`config.mk`:
```
export PLATFORM = sky130hd
export DESIGN_NAME = rtcal_top
export DESIGN_NICKNAME = d
export VERILOG_FILES = /design/src/logic/rtcal_pkg.sv /design/src/logic/rtcal_top.sv
export VERILOG_INCLUDE_DIRS = /design/src /design/src/logic
export SDC_FILE = /design/constraint.sdc
export NUM_CORES = 1
export LEC_CHECK = 0
export BUFFER_PORTS_ARGS = -buffer_cell sky130_fd_sc_hd__buf_4
export CAP_MARGIN = 5
export CORE_MARGIN = 3
export CORE_UTILIZATION = 42
export CTS_CLUSTER_SIZE = 14
export DETAILED_ROUTE_END_ITERATION = 6
export PLACE_DENSITY = 0.64
export SKIP_LAST_GASP = 1
export SYNTH_ARGS = -nofsm -noshare
export SYNTH_HDL_FRONTEND = slang
export SYNTH_SLANG_ARGS = --single-unit
```
`constraint.sdc`:
```
create_clock -name hclk -period 3.7 [get_ports hclk]
set_input_delay 0.555 -clock hclk [delete_from_list [all_inputs] [get_ports hclk]]
set_output_delay 0.555 -clock hclk [all_outputs]
set_load 0.01 [all_outputs]
```
`src/logic/rtcal_defs.svh`:
```
// offsets, field positions, reset values and timing counts of the alarm block
// assumes: included by bare name from the top module and the bench
`ifndef RTCAL_DEFS_SVH
`define RTCAL_DEFS_SVH

// byte offsets, one aligned word each
`define RTCAL_OFF_CFG     5'h00
`define RTCAL_OFF_WIN     5'h04
`define RTCAL_OFF_CTL     5'h08
`define RTCAL_OFF_YEAR    5'h0C
`define RTCAL_OFF_MD      5'h10
`define RTCAL_OFF_WH      5'h14
`define RTCAL_OFF_MS      5'h18
`define RTCAL_OFF_ALMD    5'h1C

// alarm_config fields
`define RTCAL_CFG_EN      15
`define RTCAL_CFG_FOREVER 14
`define RTCAL_CFG_MASK_HI 13
`define RTCAL_CFG_MASK_LO 10
`define RTCAL_CFG_PTR_HI  9
`define RTCAL_CFG_PTR_LO  8
`define RTCAL_CFG_RST     16'h0000

// control fields
`define RTCAL_CTL_UNLOCK  0
`define RTCAL_CTL_HALF    1

// implemented bits of the value layouts
`define RTCAL_YEAR_BITS   16'h00FF
`define RTCAL_MD_BITS     16'h1F3F
`define RTCAL_WH_BITS     16'h073F
`define RTCAL_MS_BITS     16'h7F7F

// window pointer values
`define RTCAL_PTR_MS      2'h0
`define RTCAL_PTR_WH      2'h1
`define RTCAL_PTR_MD      2'h2

// repeat counter limits
`define RTCAL_RPT_ZERO    8'h00
`define RTCAL_RPT_FULL    8'hFF

// interval mask codes
`define RTCAL_AM_HALF     4'h0
`define RTCAL_AM_SEC      4'h1
`define RTCAL_AM_10S      4'h2
`define RTCAL_AM_MIN      4'h3
`define RTCAL_AM_10M      4'h4
`define RTCAL_AM_HOUR     4'h5
`define RTCAL_AM_DAY      4'h6
`define RTCAL_AM_WEEK     4'h7
`define RTCAL_AM_MONTH    4'h8
`define RTCAL_AM_YEAR     4'h9

// timebase
`define RTCAL_CLK_NS      20
`define RTCAL_HALF_SEC_NS 500000000

`endif

```
`src/logic/rtcal_pkg.sv`:
```
// types of the alarm configuration block
// assumes: nothing beyond the defines header
`default_nettype none
package rtcal_pkg;
   typedef struct packed {
      logic        en;
      logic        fore;
      logic [3:0]  mask;
      logic [1:0]  ptr;
      logic [7:0]  rpt;
      logic        unlock;
      logic [15:0] year;
      logic [15:0] md;
      logic [15:0] wh;
      logic [15:0] ms;
      logic [15:0] al_md;
      logic [15:0] al_wh;
      logic [15:0] al_ms;
      logic [24:0] div;
      logic        half;
      logic        wr_pend;
      logic [4:0]  wr_addr;
      logic        wr_hi;
      logic        wr_lo;
      logic [31:0] rdata;
      logic        evt;
   } rtcal_state_t;
endpackage : rtcal_pkg
`default_nettype wire

```
`src/logic/rtcal_top.sv`:
```
// alarm configuration, alarm window and BCD value registers on AHB-Lite
// assumes: one slave on the bus, hready fed back from hreadyout
//
// Added by the designer: the AHB-Lite interface to the registers and the address map.
`include "rtcal_defs.svh"
`timescale 1ns/1ps
`default_nettype none

module rtcal_top #(
   parameter int HALF_SEC_CYC = `RTCAL_HALF_SEC_NS / `RTCAL_CLK_NS
) (
   // clock and reset
   input  wire logic        hclk,
   input  wire logic        hresetn,
   // ahb-lite slave
   input  wire logic        hsel,
   input  wire logic [31:0] haddr,
   input  wire logic [1:0]  htrans,
   input  wire logic        hwrite,
   input  wire logic [2:0]  hsize,
   input  wire logic [31:0] hwdata,
   input  wire logic        hready,
   output logic      [31:0] hrdata,
   output logic             hreadyout,
   output logic             hresp,
   // alarm request
   output logic             alarm_event
);

   rtcal_pkg::rtcal_state_t s_q;
   rtcal_pkg::rtcal_state_t s_d;

   logic        acc;
   logic        mapped;
   logic [4:0]  a_off;
   logic        lane_hi;
   logic        lane_lo;
   logic        tick;
   logic        match;
   logic        leap;
   logic        feb29;
   logic        ev_now;
   logic [15:0] win_rd;
   logic [15:0] cfg_rd;
   logic [15:0] wd;

   // merge written byte lanes, keep only implemented bits
   function automatic logic [15:0] wr16(
      input logic [15:0] old,
      input logic [15:0] dat,
      input logic        hi,
      input logic        lo,
      input logic [15:0] bits
   );
      logic [15:0] v;
      v = {hi ? dat[15:8] : old[15:8], lo ? dat[7:0] : old[7:0]};
      return v & bits;
   endfunction : wr16

   // bus side decode
   assign acc       = hsel & htrans[1] & hready;
   assign mapped    = (haddr[31:5] == 27'h0000000);
   assign a_off     = {haddr[4:2], 2'b00};
   assign hreadyout = ~s_q.wr_pend;
   assign hresp     = 1'b0;
   assign hrdata    = s_q.rdata;
   assign alarm_event = s_q.evt;
   assign wd        = hwdata[15:0];

   // lanes touched by the access
   always_comb begin
      lane_hi = 1'b1;
      lane_lo = 1'b1;
      if (hsize == 3'h0) begin
         lane_hi = (haddr[1:0] == 2'h1);
         lane_lo = (haddr[1:0] == 2'h0);
      end else if (hsize == 3'h1) begin
         lane_hi = ~haddr[1];
         lane_lo = ~haddr[1];
      end
   end

   // timebase tick, one cycle every half second
   assign tick = (s_q.div == 25'(HALF_SEC_CYC - 1));

   // leap year from BCD year digits
   always_comb begin
      if (s_q.year[4]) begin
         leap = (s_q.year[3:0] == 4'h2) | (s_q.year[3:0] == 4'h6);
      end else begin
         leap = (s_q.year[3:0] == 4'h0) | (s_q.year[3:0] == 4'h4)
              | (s_q.year[3:0] == 4'h8);
      end
   end

   assign feb29 = (s_q.al_md[12:8] == 5'h02) & (s_q.al_md[5:0] == 6'h29);

   // digit comparison selected by the interval mask
   always_comb begin
      logic m_s1;
      logic m_s10;
      logic m_m1;
      logic m_m10;
      logic m_hr;
      logic m_wd;
      logic m_dy;
      logic m_mo;
      m_s1  = (s_q.ms[3:0]   == s_q.al_ms[3:0]);
      m_s10 = (s_q.ms[6:4]   == s_q.al_ms[6:4]);
      m_m1  = (s_q.ms[11:8]  == s_q.al_ms[11:8]);
      m_m10 = (s_q.ms[14:12] == s_q.al_ms[14:12]);
      m_hr  = (s_q.wh[5:0]   == s_q.al_wh[5:0]);
      m_wd  = (s_q.wh[10:8]  == s_q.al_wh[10:8]);
      m_dy  = (s_q.md[5:0]   == s_q.al_md[5:0]);
      m_mo  = (s_q.md[12:8]  == s_q.al_md[12:8]);
      case (s_q.mask)
         `RTCAL_AM_HALF:  match = 1'b1;
         `RTCAL_AM_SEC:   match = ~s_q.half;
         `RTCAL_AM_10S:   match = ~s_q.half & m_s1;
         `RTCAL_AM_MIN:   match = ~s_q.half & m_s1 & m_s10;
         `RTCAL_AM_10M:   match = ~s_q.half & m_s1 & m_s10 & m_m1;
         `RTCAL_AM_HOUR:  match = ~s_q.half & m_s1 & m_s10 & m_m1 & m_m10;
         `RTCAL_AM_DAY:   match = ~s_q.half & m_s1 & m_s10 & m_m1 & m_m10
                                & m_hr;
         `RTCAL_AM_WEEK:  match = ~s_q.half & m_s1 & m_s10 & m_m1 & m_m10
                                & m_hr & m_wd;
         `RTCAL_AM_MONTH: match = ~s_q.half & m_s1 & m_s10 & m_m1 & m_m10
                                & m_hr & m_dy;
         `RTCAL_AM_YEAR:  match = ~s_q.half & m_s1 & m_s10 & m_m1 & m_m10
                                & m_hr & m_dy & m_mo
                                & (~feb29 | leap);
         default:         match = 1'b0;
      endcase
   end

   assign ev_now = tick & s_q.en & match;

   // alarm window read mux
   always_comb begin
      case (s_q.ptr)
         `RTCAL_PTR_MS: win_rd = s_q.al_ms;
         `RTCAL_PTR_WH: win_rd = s_q.al_wh;
         `RTCAL_PTR_MD: win_rd = s_q.al_md;
         default:       win_rd = 16'h0000;
      endcase
   end

   assign cfg_rd = {s_q.en, s_q.fore, s_q.mask, s_q.ptr, s_q.rpt};

   // next state
   always_comb begin
      s_d     = s_q;
      s_d.evt = 1'b0;

      // divider and half-second phase
      if (tick) begin
         s_d.div  = 25'h0000000;
         s_d.half = ~s_q.half;
      end else begin
         s_d.div = s_q.div + 25'h0000001;
      end

      // address phase: capture write, build read data
      if (acc & hwrite) begin
         s_d.wr_pend = mapped;
         s_d.wr_addr = a_off;
         s_d.wr_hi   = lane_hi;
         s_d.wr_lo   = lane_lo;
      end
      if (acc & ~hwrite) begin
         s_d.rdata = 32'h00000000;
         if (mapped) begin
            case (a_off)
               `RTCAL_OFF_CFG:  s_d.rdata[15:0] = cfg_rd;
               `RTCAL_OFF_WIN:  s_d.rdata[15:0] = win_rd;
               `RTCAL_OFF_CTL:  s_d.rdata[15:0] = {14'h0000, s_q.half,
                                                   s_q.unlock};
               `RTCAL_OFF_YEAR: s_d.rdata[15:0] = s_q.year;
               `RTCAL_OFF_MD:   s_d.rdata[15:0] = s_q.md;
               `RTCAL_OFF_WH:   s_d.rdata[15:0] = s_q.wh;
               `RTCAL_OFF_MS:   s_d.rdata[15:0] = s_q.ms;
               `RTCAL_OFF_ALMD: s_d.rdata[15:0] = s_q.al_md;
               default:         s_d.rdata = 32'h00000000;
            endcase
            // any read of the window steps the pointer down, stopping at zero
            if (a_off == `RTCAL_OFF_WIN && s_q.ptr != 2'h0) begin
               s_d.ptr = s_q.ptr - 2'h1;
            end
         end
      end

      // data phase: commit the write, one wait state
      if (s_q.wr_pend) begin
         s_d.wr_pend = 1'b0;
         case (s_q.wr_addr)
            `RTCAL_OFF_CFG: begin
               if (s_q.wr_hi) begin
                  s_d.en   = hwdata[`RTCAL_CFG_EN];
                  s_d.fore = hwdata[`RTCAL_CFG_FOREVER];
                  s_d.mask = hwdata[`RTCAL_CFG_MASK_HI:`RTCAL_CFG_MASK_LO];
                  s_d.ptr  = hwdata[`RTCAL_CFG_PTR_HI:`RTCAL_CFG_PTR_LO];
               end
               if (s_q.wr_lo) begin
                  s_d.rpt = hwdata[7:0];
               end
            end
            `RTCAL_OFF_WIN: begin
               case (s_q.ptr)
                  `RTCAL_PTR_MS: s_d.al_ms = wr16(s_q.al_ms, wd, s_q.wr_hi,
                                                 s_q.wr_lo, `RTCAL_MS_BITS);
                  `RTCAL_PTR_WH: if (s_q.unlock) begin
                     s_d.al_wh = wr16(s_q.al_wh, wd, s_q.wr_hi,
                                      s_q.wr_lo, `RTCAL_WH_BITS);
                  end
                  `RTCAL_PTR_MD: if (s_q.unlock) begin
                     s_d.al_md = wr16(s_q.al_md, wd, s_q.wr_hi,
                                      s_q.wr_lo, `RTCAL_MD_BITS);
                  end
                  default: ;
               endcase
               if (s_q.wr_hi && s_q.ptr != 2'h0) begin
                  s_d.ptr = s_q.ptr - 2'h1;
               end
            end
            `RTCAL_OFF_CTL: begin
               if (s_q.wr_lo) begin
                  s_d.unlock = hwdata[`RTCAL_CTL_UNLOCK];
               end
            end
            `RTCAL_OFF_YEAR: if (s_q.unlock) begin
               s_d.year = wr16(s_q.year, wd, s_q.wr_hi, s_q.wr_lo,
                               `RTCAL_YEAR_BITS);
            end
            `RTCAL_OFF_MD: if (s_q.unlock) begin
               s_d.md = wr16(s_q.md, wd, s_q.wr_hi, s_q.wr_lo,
                             `RTCAL_MD_BITS);
            end
            `RTCAL_OFF_WH: if (s_q.unlock) begin
               s_d.wh = wr16(s_q.wh, wd, s_q.wr_hi, s_q.wr_lo,
                             `RTCAL_WH_BITS);
            end
            `RTCAL_OFF_MS: if (s_q.unlock) begin
               s_d.ms = wr16(s_q.ms, wd, s_q.wr_hi, s_q.wr_lo,
                             `RTCAL_MS_BITS);
            end
            `RTCAL_OFF_ALMD: if (s_q.unlock) begin
               s_d.al_md = wr16(s_q.al_md, wd, s_q.wr_hi, s_q.wr_lo,
                                `RTCAL_MD_BITS);
            end
            default: ;
         endcase
      end

      // alarm event wins over a software write in the same cycle
      if (ev_now) begin
         s_d.evt = 1'b1;
         if (s_q.rpt != `RTCAL_RPT_ZERO) begin
            s_d.rpt = s_q.rpt - 8'h01;
            s_d.en  = 1'b1;
         end else if (s_q.fore) begin
            s_d.rpt = `RTCAL_RPT_FULL;
            s_d.en  = 1'b1;
         end else begin
            s_d.rpt = `RTCAL_RPT_ZERO;
            s_d.en  = 1'b0;
         end
      end
   end

   always_ff @(posedge hclk or negedge hresetn) begin
      if (!hresetn) begin
         s_q      <= '0;
         s_q.mask <= 4'(`RTCAL_CFG_RST >> `RTCAL_CFG_MASK_LO);
      end else begin
         s_q <= s_d;
      end
   end

   logic rd_win;
   logic rd_year;
   logic rd_ms;
   assign rd_win  = acc & ~hwrite & mapped & (a_off == `RTCAL_OFF_WIN);
   assign rd_year = acc & ~hwrite & mapped & (a_off == `RTCAL_OFF_YEAR);
   assign rd_ms   = acc & ~hwrite & mapped & (a_off == `RTCAL_OFF_MS);
endmodule : rtcal_top
`default_nettype wire

```
==> flow_metrics.tcl, run 1 <==
set metrics [dict create \
    status "complete, no violations" \
    p_leak_nw 4.35 \
    die_area_mm2 0.0209 \
    cp_max_fo 11 \
    cts_root_buffer "clkbuf_16" \
    synth_compound_area_share_pct 10.6 \
    finClkSkew_ps 9.76 \
    grt_first_pass_wirelength_mm 32.8 \
    cp_slowest_cell "nor2_1" \
    cp_data_required_time_ps 4010 \
    crit_path_end_kind "flop" \
    dpl.hpwl_mm 14.5 \
    routed_via_density 5.66 \
    synth-edff-count 0 \
    hold_buffers 0 \
    cts_setup_buffers 0 \
    nets 909 \
    clock_latency_ps 430 \
    max_slew_margin_pct 42.1 \
    setup_slack_ps 941 \
    cts_buffers 17 \
    cts_resized 0 \
    ir_drop_mv 0.342 \
    num_rows 50 \
    gp_congestion 0.873 \
    max_stage_delay_ps 640 \
    final_cell_mix "dfrtp_1, mux2_2, buf_4, nor2_1, nand2_1" \
    path_class "reg -> reg" \
    worstMarginPinSlew_ps 866 \
    rsz0062_at_grt "no" \
    wl_per_cell_um 18.9 \
    synthArstFlopShare_pct 100 \
    yosys-mux-area-fraction_pct 14.8 \
    clock.fmax_ghz 0.363 \
    core_mm2 0.0188 \
    area_growth_pct 15.9 \
    finalSetupTns_ps 0 \
    h-tree-depth 4 \
    crit_chain "nor4_1, nand3_1, nor2_1, a21o_1, o22ai_1, a311o_1" \
    ant_nets 0 \
    synth_top_family_by_area "simple AND/OR/NAND/NOR gates" \
    initial_core_util_pct 42.9 \
    finalCriticalPeriod_ps 2760 \
    finalSetupViolCount 0 \
    hold_violations 0 \
    reg2reg_setup_slack_ps 940 \
    synthXorXnorAreaFrac_pct 6.85 \
    wl_mm 20.3 \
    hold_class "in -> async" \
    grt_pass1_vias 6060 \
    io_buffers 74 \
    dr.first_iter.drc_count 444 \
    ys_warn_count 0 \
    grt_max_degree 95 \
    switchingPower_uw 878 \
    vias 6082 \
    synth-seq-cells 147 \
    seqPwrFrac_pct 44.5 \
    synth.distinct_cells 62 \
    cp.arrival_ps 3070 \
    pwr-share-clk_pct 50.1 \
    cts_tree "done" \
    fin_crit_sh_pct 74.6 \
    critPathLaunchType "flop" \
    drc 0 \
    p_sw_share_pct 23.4 \
    fp.dieH_um 144 \
    synthSimpleGateAreaFrac_pct 15.9 \
    cap_viol_max_count 0 \
    grt_overflow 0 \
    layout-drive-gt1-share_pct 26.6 \
    syn_avg_cell_area_um2 10.5 \
    num_antenna_cells 0 \
    ys.flop_type "dfrtp_1" \
    cts_buffer_depth 2 \
    power.internal_mw 2.87 \
    dr.pass1.iters 5 \
    clock_sinks 147 \
    mostFrequentLayoutCell "dfrtp_1" \
    clkTransAtPathRegs_ps 70 \
    place_ws_ps 845 \
    die_w_um 144 \
    power.density_mw_per_mm2 402 \
    ys_seq_area_share_pct 45.7 \
    syn_inst 767 \
    synth-adder-area-share_pct 1.09 \
    syn_area_mm2 0.00805 \
    grt.total_usage_pct 20.4 \
    p_comb_share_pct 5.5 \
    io_pins 109 \
    drv_slew 0 \
    antenna_found_initial 0 \
]
[cell usage after synthesis, types with 7 or more instances]
cell | instances | share of area (%)
nor4_1 | 17 | 1.3
and2_1 | 8 | 0.62
xnor2_1 | 18 | 2.0
inv_1 | 11 | 0.51
nand3_1 | 21 | 1.3
nand3b_1 | 9 | 0.84
xor2_1 | 45 | 4.9
buf_4 | 35 | 3.3
a21oi_1 | 27 | 1.7
nand2_1 | 60 | 2.8
and3_1 | 7 | 0.54
a21o_1 | 10 | 0.93
nor3_1 | 25 | 1.6
o21ai_0 | 30 | 1.9
a22oi_1 | 10 | 0.93
nand4_1 | 7 | 0.54
nor2_1 | 60 | 2.8
a221oi_1 | 9 | 0.98
mux2i_1 | 7 | 0.87
ha_1 | 7 | 1.1
clkbuf_1 | 18 | 0.84
o22ai_1 | 8 | 0.62
dfrtp_1 | 147 | 46
mux2_2 | 96 | 13
[final cells by class]
class,count,area [um^2]
Sequential cell,147,3680
Clock buffer,19,443
Multi-Input combinational cell,566,4030
Tap cell,234,293
Inverter,11,41.3
Timing Repair Buffer,85,654
Fill cell,1723,9430
Clock inverter,13,196
[state kept, by name (all words and copies together), names as in the netlist, named ones only]
| name | flops |
|---|---|
| cfg_rd | 16 |
| alarm_event | 1 |
| hrdata | 16 |
| s_q | 103 |
[critical path: cells and delay by family (launching register included)]
| kind | cells | cell delay [ps] |
|---|---|---|
| DFF | 1 | 460 |
| AOI/OAI and AO/OA | 3 | 490 |
| and+or+nand+nor | 3 | 1700 |
[path summary, 6_finish.rpt]
| kind | start | end | cells past startpoint |
|---|---|---|---|
| min in group hclk | hwdata[13] | s_q[80] | 2 |
| setup reg to reg | cfg_rd[2] | cfg_rd[0] | 6 |
| setup / recovery | cfg_rd[2] | cfg_rd[0] | 6 |
| max in group asynchronous | hresetn | hrdata[5] | 2 |
| hold / removal | hresetn | s_q[123] | 1 |
| hold reg to reg | hrdata[5] | hrdata[5] | 2 |
[logic make-up (layout without fill, tap and decap cells)]
kind of cell | count (synthesis) | in the layout
AO/OA/AOI/OAI | 126 | 126
XOR/XNOR | 63 | 63
adder cells (fa/ha/maj) | 7 | 7
buffers and inverters | 70 | 128
flip-flops | 147 | 147
multiplexers | 105 | 105
other | 1 | 17
AND/OR/NAND/NOR | 248 | 248
[per-stage QoR]
step	instance area (um^2)	utilization (%)	hold slack [ps]	instances	power, mW
finish	9340	49.7	66.4	1075	3.75
global route	9340	49.7	103	1075	3.87
CTS	9340	49.7	85.3	1075	3.78
detailed placement	8700	46.3	467	1043	1.90
global placement	8700	46.3	460	1043	1.90
floorplan	8110	-	259	783	1.79
[power by group through the flow]
stage               Combinational, mW  Sequential [mW]  Clock [mW]
detailed placement              0.207             1.70           0
CTS                             0.208             1.67        1.91
global route                    0.230             1.67        1.97
global placement                0.206             1.70           0
finish                          0.205             1.67        1.88
floorplan                       0.110             1.68           0
[layer usage]
layer / vias up / GRT usage (%) / share of wire (%)
met5: - / 0 / 0
met4: 0 / 7.36 / 2.3
met3: 34 / 4.56 / 5.0
met2: 170 / 33.0 / 48
met1: 3018 / 26.9 / 44
li1: 2860 / - / -
No activity file was read; power rests on OpenSTA's default activity.
==> run 2: changes to the inputs <==
ABC_AREA = 1   (was unset)
PLACE_DENSITY = 0.67   (was 0.64)
clock period = 2.47 ns   (was 3.7 ns; I/O delays follow)
==> run 2 against run 1 <==
  * Register-to-register slack worse by 590 ps
  * Clock skew decreased by 1.2 ps
  * Global-route usage grew 0.46 points
  * Core utilization is 0.94 points higher
  * Maximum frequency rose by 30%
  * Clock power is 47% higher
  * Die area rose by 1.4%
  * Flip-flop and latch count unchanged
  * Hold slack better by 120 ps
  * Critical path depth up 2
  * Largest power group unchanged
  * Highest routed layer unchanged
==> flow_metrics.tcl, run 2 <==
set metrics [dict create \
    power.density_mw_per_mm2 581 \
    crit_top_cell "nand3_2" \
    drc 0 \
    dr.first_iter.drc_count 526 \
    worstMarginPinSlew_ps 623 \
    syn_area_mm2 0.00817 \
    cp_max_fo 18 \
    placed_cells 1403 \
    p_leak_nw 5.24 \
    cts_buffers 17 \
    synthArstFlopShare_pct 100 \
    syn_inst 1088 \
    regArea_mm2 0.00368 \
    hold_class "in -> reg" \
    cts_setup_buffers 0 \
    clock_sinks 147 \
    max_stage_delay_ps 470 \
    core_mm2 0.0189 \
    fin_crit_sh_pct 85.7 \
    cp-endpoint "cfg_rd[6]" \
    gp_congestion 0.930 \
    synth-seq-cells 147 \
    total_power_mw 5.57 \
    finalCriticalPeriod_ps 2120 \
    status "complete, no violations" \
    die_area_mm2 0.0212 \
    synth_compound_area_share_pct 13.3 \
    fp.dieH_um 145 \
    wl_mm 21.8 \
    antenna_found_initial 0 \
    multiInputGateArea_mm2 0.00363 \
    grt_overflow 0 \
    synth_top_cell_by_area "dfrtp_1" \
    finalSetupTns_ps 0 \
    nets 1244 \
    synth-edff-count 0 \
    cts_resized 0 \
    final_area_mm2 0.00958 \
    path_class "reg -> reg" \
    top_register "s_q" \
    io_buffers 74 \
    worstRegToRegCells 8 \
    ir_drop_mv 0.417 \
    drv_slew 0 \
    vias 7339 \
    h-tree-depth 4 \
    largest_register_ffs 103 \
    synthXorXnorAreaFrac_pct 2.36 \
    ys_top_cells_by_count "nand2_1, dfrtp_1, inv_1" \
    rsz0062_at_grt "no" \
    clock_latency_ps 420 \
    grt_pass1_vias 7009 \
    reg2reg_setup_slack_ps 350 \
    cts_tree "done" \
    synth.distinct_cells 48 \
    final_cells 1436 \
    io_pins 109 \
    ys_warn_count 0 \
    synthSimpleGateAreaFrac_pct 26.9 \
    cp_data_required_time_ps 2780 \
    crit_chain "ha_1, nand3_2, nor2_4, nand3_2, nor3_4, nand2_4, nand3_1, nand2_1" \
    grt.total_usage_pct 20.8 \
    num_rows 50 \
    ys_seq_area_share_pct 45.0 \
    crit_cells 8 \
    synth.area.top_cells "dfrtp_1, nand2_1, inv_1" \
    finClkSkew_ps 8.57 \
    mostFrequentLayoutCell "nand2_1" \
    clock.fmax_ghz 0.473 \
    n_fill_cell 1874 \
    hold_violations 0 \
    die_w_um 145 \
    cts_buffer_depth 2 \
    placed_area_mm2 0.00894 \
    cp.arrival_ps 2430 \
    routed_via_density 5.11 \
    dpl.hpwl_mm 16.5 \
    worstSetupStartpoint "s_q[42]" \
    cap_viol_max_count 0 \
    wl_per_cell_um 15.2 \
    max_slew_margin_pct 58.4 \
    clkTransAtPathRegs_ps 60 \
    finalSetupViolCount 0 \
    synth_top_family_by_area "simple AND/OR/NAND/NOR gates" \
    crit_path_end_kind "flop" \
    cp_slowest_cell "nor3_4" \
    ant_nets 0 \
    cts_root_buffer "clkbuf_16" \
    yosys-mux-area-fraction_pct 0 \
    ys.flop_type "dfrtp_1" \
    num_antenna_cells 0 \
    synth_most_common_cell "nand2_1" \
    critPathTopFamily "simple AND/OR/NAND/NOR gates" \
    postLayoutCoreUtil_pct 50.7 \
    critPathBufInv 0 \
    synth-adder-area-share_pct 1.07 \
    area_growth_pct 17.2 \
    r2r_end "cfg_rd[6]" \
    final_cell_mix "nand2_1, dfrtp_1, inv_1, o21ai_0, buf_4" \
    syn_avg_cell_area_um2 7.51 \
    layout-drive-gt1-share_pct 13.0 \
    initial_core_util_pct 43.3 \
    dr.pass1.iters 5 \
    r2r-start "s_q[42]" \
    grt_max_degree 65 \
    grt_first_pass_wirelength_mm 35.7 \
    yosysTopAreaCellShare_pct 45.0 \
    critPathLaunchType "flop" \
]
==> run 2: changes by cell type after synthesis, moves of 9 or more <==
cell      before  now
a21o_1        10    0
inv_1         11  144
inv_2          0    9
mux2_2        96    0
nand2_1       60  305
nand3_1       21   69
nand3b_1       9    0
nor2_1        60   87
nor3_1        25   16
nor4_1        17    1
o21ai_0       30  101
xor2_1        45   12
==> run 2: kinds of logic (layout without fill, tap and decap cells) <==
family | after synthesis | after routing
AO/OA/AOI/OAI | 190 | 190
XOR/XNOR | 22 | 22
adder cells (fa/ha/maj) | 7 | 7
buffers and inverters | 208 | 280
flip-flops | 147 | 147
other | 1 | 17
AND/OR/NAND/NOR | 513 | 513
==> run 2: area by class of cell <==
type / instances / share of cell area (%)
clock inverter: 8 / 1.54
timing repair buffer: 92 / 7.54
inverter: 156 / 6.12
multi-input combinational: 749 / 38.0
tap: 260 / 3.40
sequential: 147 / 38.4
clock buffer: 24 / 5.03
==> run 2: report_power, final <==
group	switching [mW]	internal, mW
Sequential	0.0168	2.42
Clock	0.999	1.78
Combinational	0.224	0.130
Total	1.24	4.33
==> run 2: timing repair <==
item | 4_1_cts | 5_1_grt
hold buffers | 1 | 0
endpoints found under the setup margin | 0 | 0
endpoints found under the hold margin | 60 | 0
==> run 2: worst reg2reg max path: cells and delay by family (launching register included) <==
| family | cells | cell delay [ps] |
|---|---|---|
| AND/OR/NAND/NOR | 7 | 1440 |
| flip-flops | 1 | 370 |
| adder cells (fa/ha/maj) | 1 | 200 |
==> run 2: metal layers <==
layer / vias up / GRT usage, % / routed length, um
met5: - / 0 / 0
met4: 0 / 8.55 / 705
met2: 233 / 33.9 / 10300
li1: 3613 / - / -
met1: 3443 / 27.1 / 9510
met3: 50 / 4.52 / 1250
==> run 2: how the worst min path moves through the flow <==
| stage | startpoint | cells past startpoint | end | slack, ps |
|---|---|---|---|---|
| final | hwdata[9] | 3 | flop | 190 |
| after global routing | hwdata[11] | 3 | cfg_rd[11] | 190 |
| after CTS | hwdata[9] | 3 | flop | 170 |
| after detailed placement | hresetn | 1 | hrdata[9] | 400 |
| after global placement | hresetn | 1 | hrdata[9] | 400 |
| after floorplan | hresetn | 0 | async pin | 70 |
==> run 2: stage by stage <==
stage	hold slack (ps)	worst slack [ps]
2_1_floorplan	74.9	731
4_1_cts	171	367
3_5_place_dp	397	376
5_1_grt	186	153
3_3_place_gp	404	422
6_report	186	354
==> run 3: changes to the inputs <==
ABC_AREA = unset   (was 1)
==> run 3 against run 2 <==
  * Sequential share of layout area hardly changed
  * Routed wire length fell by 3.1%
  * Register-to-register slack worse by 220 ps
  * Non-clock buffer count rose by 28
  * Cell count decreased by 23%
  * Combinational power down 3%
==> flow_metrics.tcl, run 3 (same netlist as run 1, synthesis figures left out) <==
set metrics [dict create \
    status "complete, no violations" \
    grt_overflow 0 \
    wl_met3_um 993 \
    grt_first_pass_wirelength_mm 33.3 \
    top_layer "met4" \
    grt_pass1_vias 6256 \
    placed_area_mm2 0.00896 \
    hold_start "hwdata[6]" \
    ant_nets 0 \
    worstMarginPinSlew_ps 1130 \
    clkTransAtPathRegs_ps 60 \
    grt.total_usage_pct 20.7 \
    power.density_mw_per_mm2 576 \
    hold_class "in -> reg" \
    largest_register_ffs 103 \
    num_antenna_cells 0 \
    n_fill_cell 1700 \
    path_class "reg -> reg" \
    cts_root_buffer "clkbuf_16" \
    cp_data_required_time_ps 2830 \
    cts_tree "done" \
    finalSetupViolCount 0 \
    holdWs_ps 194 \
    die_w_um 144 \
    critPathLaunchType "flop" \
    dr.pass1.iters 5 \
    ir_drop_mv 0.457 \
    fin_crit_sh_pct 94.7 \
    fp.dieH_um 144 \
    r2r-start "cfg_rd[8]" \
    antenna_found_initial 0 \
    cts_buffers 17 \
    wl_mm 21.1 \
    placed_cells 1077 \
    wl_met2_mm 10.2 \
    grt_max_degree 53 \
    io_buffers 74 \
    clock_latency_ps 420 \
    max_slew_margin_pct 24.7 \
    clock_sinks 147 \
    clock.fmax_ghz 0.428 \
    top_register "s_q" \
    final_area_mm2 0.00958 \
    wl_per_cell_um 19.1 \
    nets 944 \
    cp_slowest_cell "nor3b_1" \
    gp_congestion 0.911 \
    cp.arrival_ps 2700 \
    r2r_end "hrdata[9]" \
    min_path_cells 3 \
    finClkSkew_ps 5.53 \
    cap_viol_max_count 0 \
    vias 6219 \
    crit_chain "ha_1, nor3b_1, a222oi_1, a21oi_1, a21o_1" \
    drc 0 \
    cts_buffer_depth 2 \
    dr.first_iter.drc_count 421 \
    final_cells 1106 \
    h-tree-depth 4 \
    finalCriticalPeriod_ps 2340 \
    critPathTopFamily "simple AND/OR/NAND/NOR gates" \
    reg2reg_setup_slack_ps 130 \
    io_pins 109 \
    wl_met1_mm 9.44 \
    num_rows 50 \
    initial_core_util_pct 42.9 \
    drv_slew 0 \
    die_area_mm2 0.0209 \
    layout-drive-gt1-share_pct 29.6 \
    cts_setup_buffers 0 \
    critPathBufInv 0 \
    mostFrequentLayoutCell "dfrtp_1" \
    dpl.hpwl_mm 15.3 \
    cp_max_fo 7 \
    area_growth_pct 19.0 \
    core_mm2 0.0188 \
    routed_via_density 5.62 \
    crit_path_end_kind "flop" \
    p_leak_nw 4.52 \
    rsz0062_at_grt "yes" \
    whs_endpoint "s_q[121]" \
    hold_violations 0 \
    final_cell_mix "dfrtp_1, buf_4, mux2_2, nor2_1, nand2_1" \
    worstRegToRegCells 5 \
    max_stage_delay_ps 930 \
    total_power_mw 5.51 \
]
run 3: per-layer routing:
layer | vias to the layer above | GRT usage (%)
li1 | 2945 | -
met1 | 3065 | 27.6
met2 | 178 | 34.1
met3 | 31 | 3.51
met4 | 0 | 7.17
met5 | - | 0
run 3: repair_timing:
item	4_1_cts	5_1_grt
hold buffers	1	0
endpoints found under the setup margin	0	9
hold endpoints to repair	47	0
gates resized for setup	0	3
run 3: cell type report:
type,instances,area [um^2],area share [%]
clock buffer,18,439,4.58
clock inverter,10,160,1.67
inverter,11,41.3,0.431
multi-input combinational,566,4040,42.1
sequential,147,3680,38.4
tap,234,293,3.06
timing repair buffer,120,932,9.73
run 3: worst max path at each step:
stage	slack, ps	cells past startpoint	to	startpoint
2_1_floorplan	180	10	cfg_rd[0]	s_q[42]
3_3_place_gp	100	8	cfg_rd[9]	haddr[18]
3_5_place_dp	90	8	cfg_rd[9]	haddr[14]
4_1_cts	100	7	cfg_rd[2]	s_q[78]
5_1_grt	-30	9	cfg_rd[5]	s_q[42]
6_report	130	5	hrdata[9]	cfg_rd[8]
run 3: report_power, final:
part | switching [mW] | leakage (nW) | total, mW | internal [mW]
Sequential | 0.0486 | 1.96 | 2.49 | 2.44
Combinational | 0.199 | 2.27 | 0.342 | 0.144
Clock | 0.991 | 0.294 | 2.68 | 1.69
run 3: tightest hold or removal path, cell delays in order:
cell     delay (ps)
buf_4           100
nand2_1          40
o21ai_0          60
run 3: per-stage QoR:
stage / utilization [%] / setup TNS, ps / setup WS [ps]
after global placement: 47.8 / 0 / 97.1
after detailed placement: 47.8 / 0 / 92.2
final: 51.0 / 0 / 131
after CTS: 51.0 / 0 / 95.7
after global routing: 51.0 / -28.5 / -28.5
after floorplan: - / 0 / 184
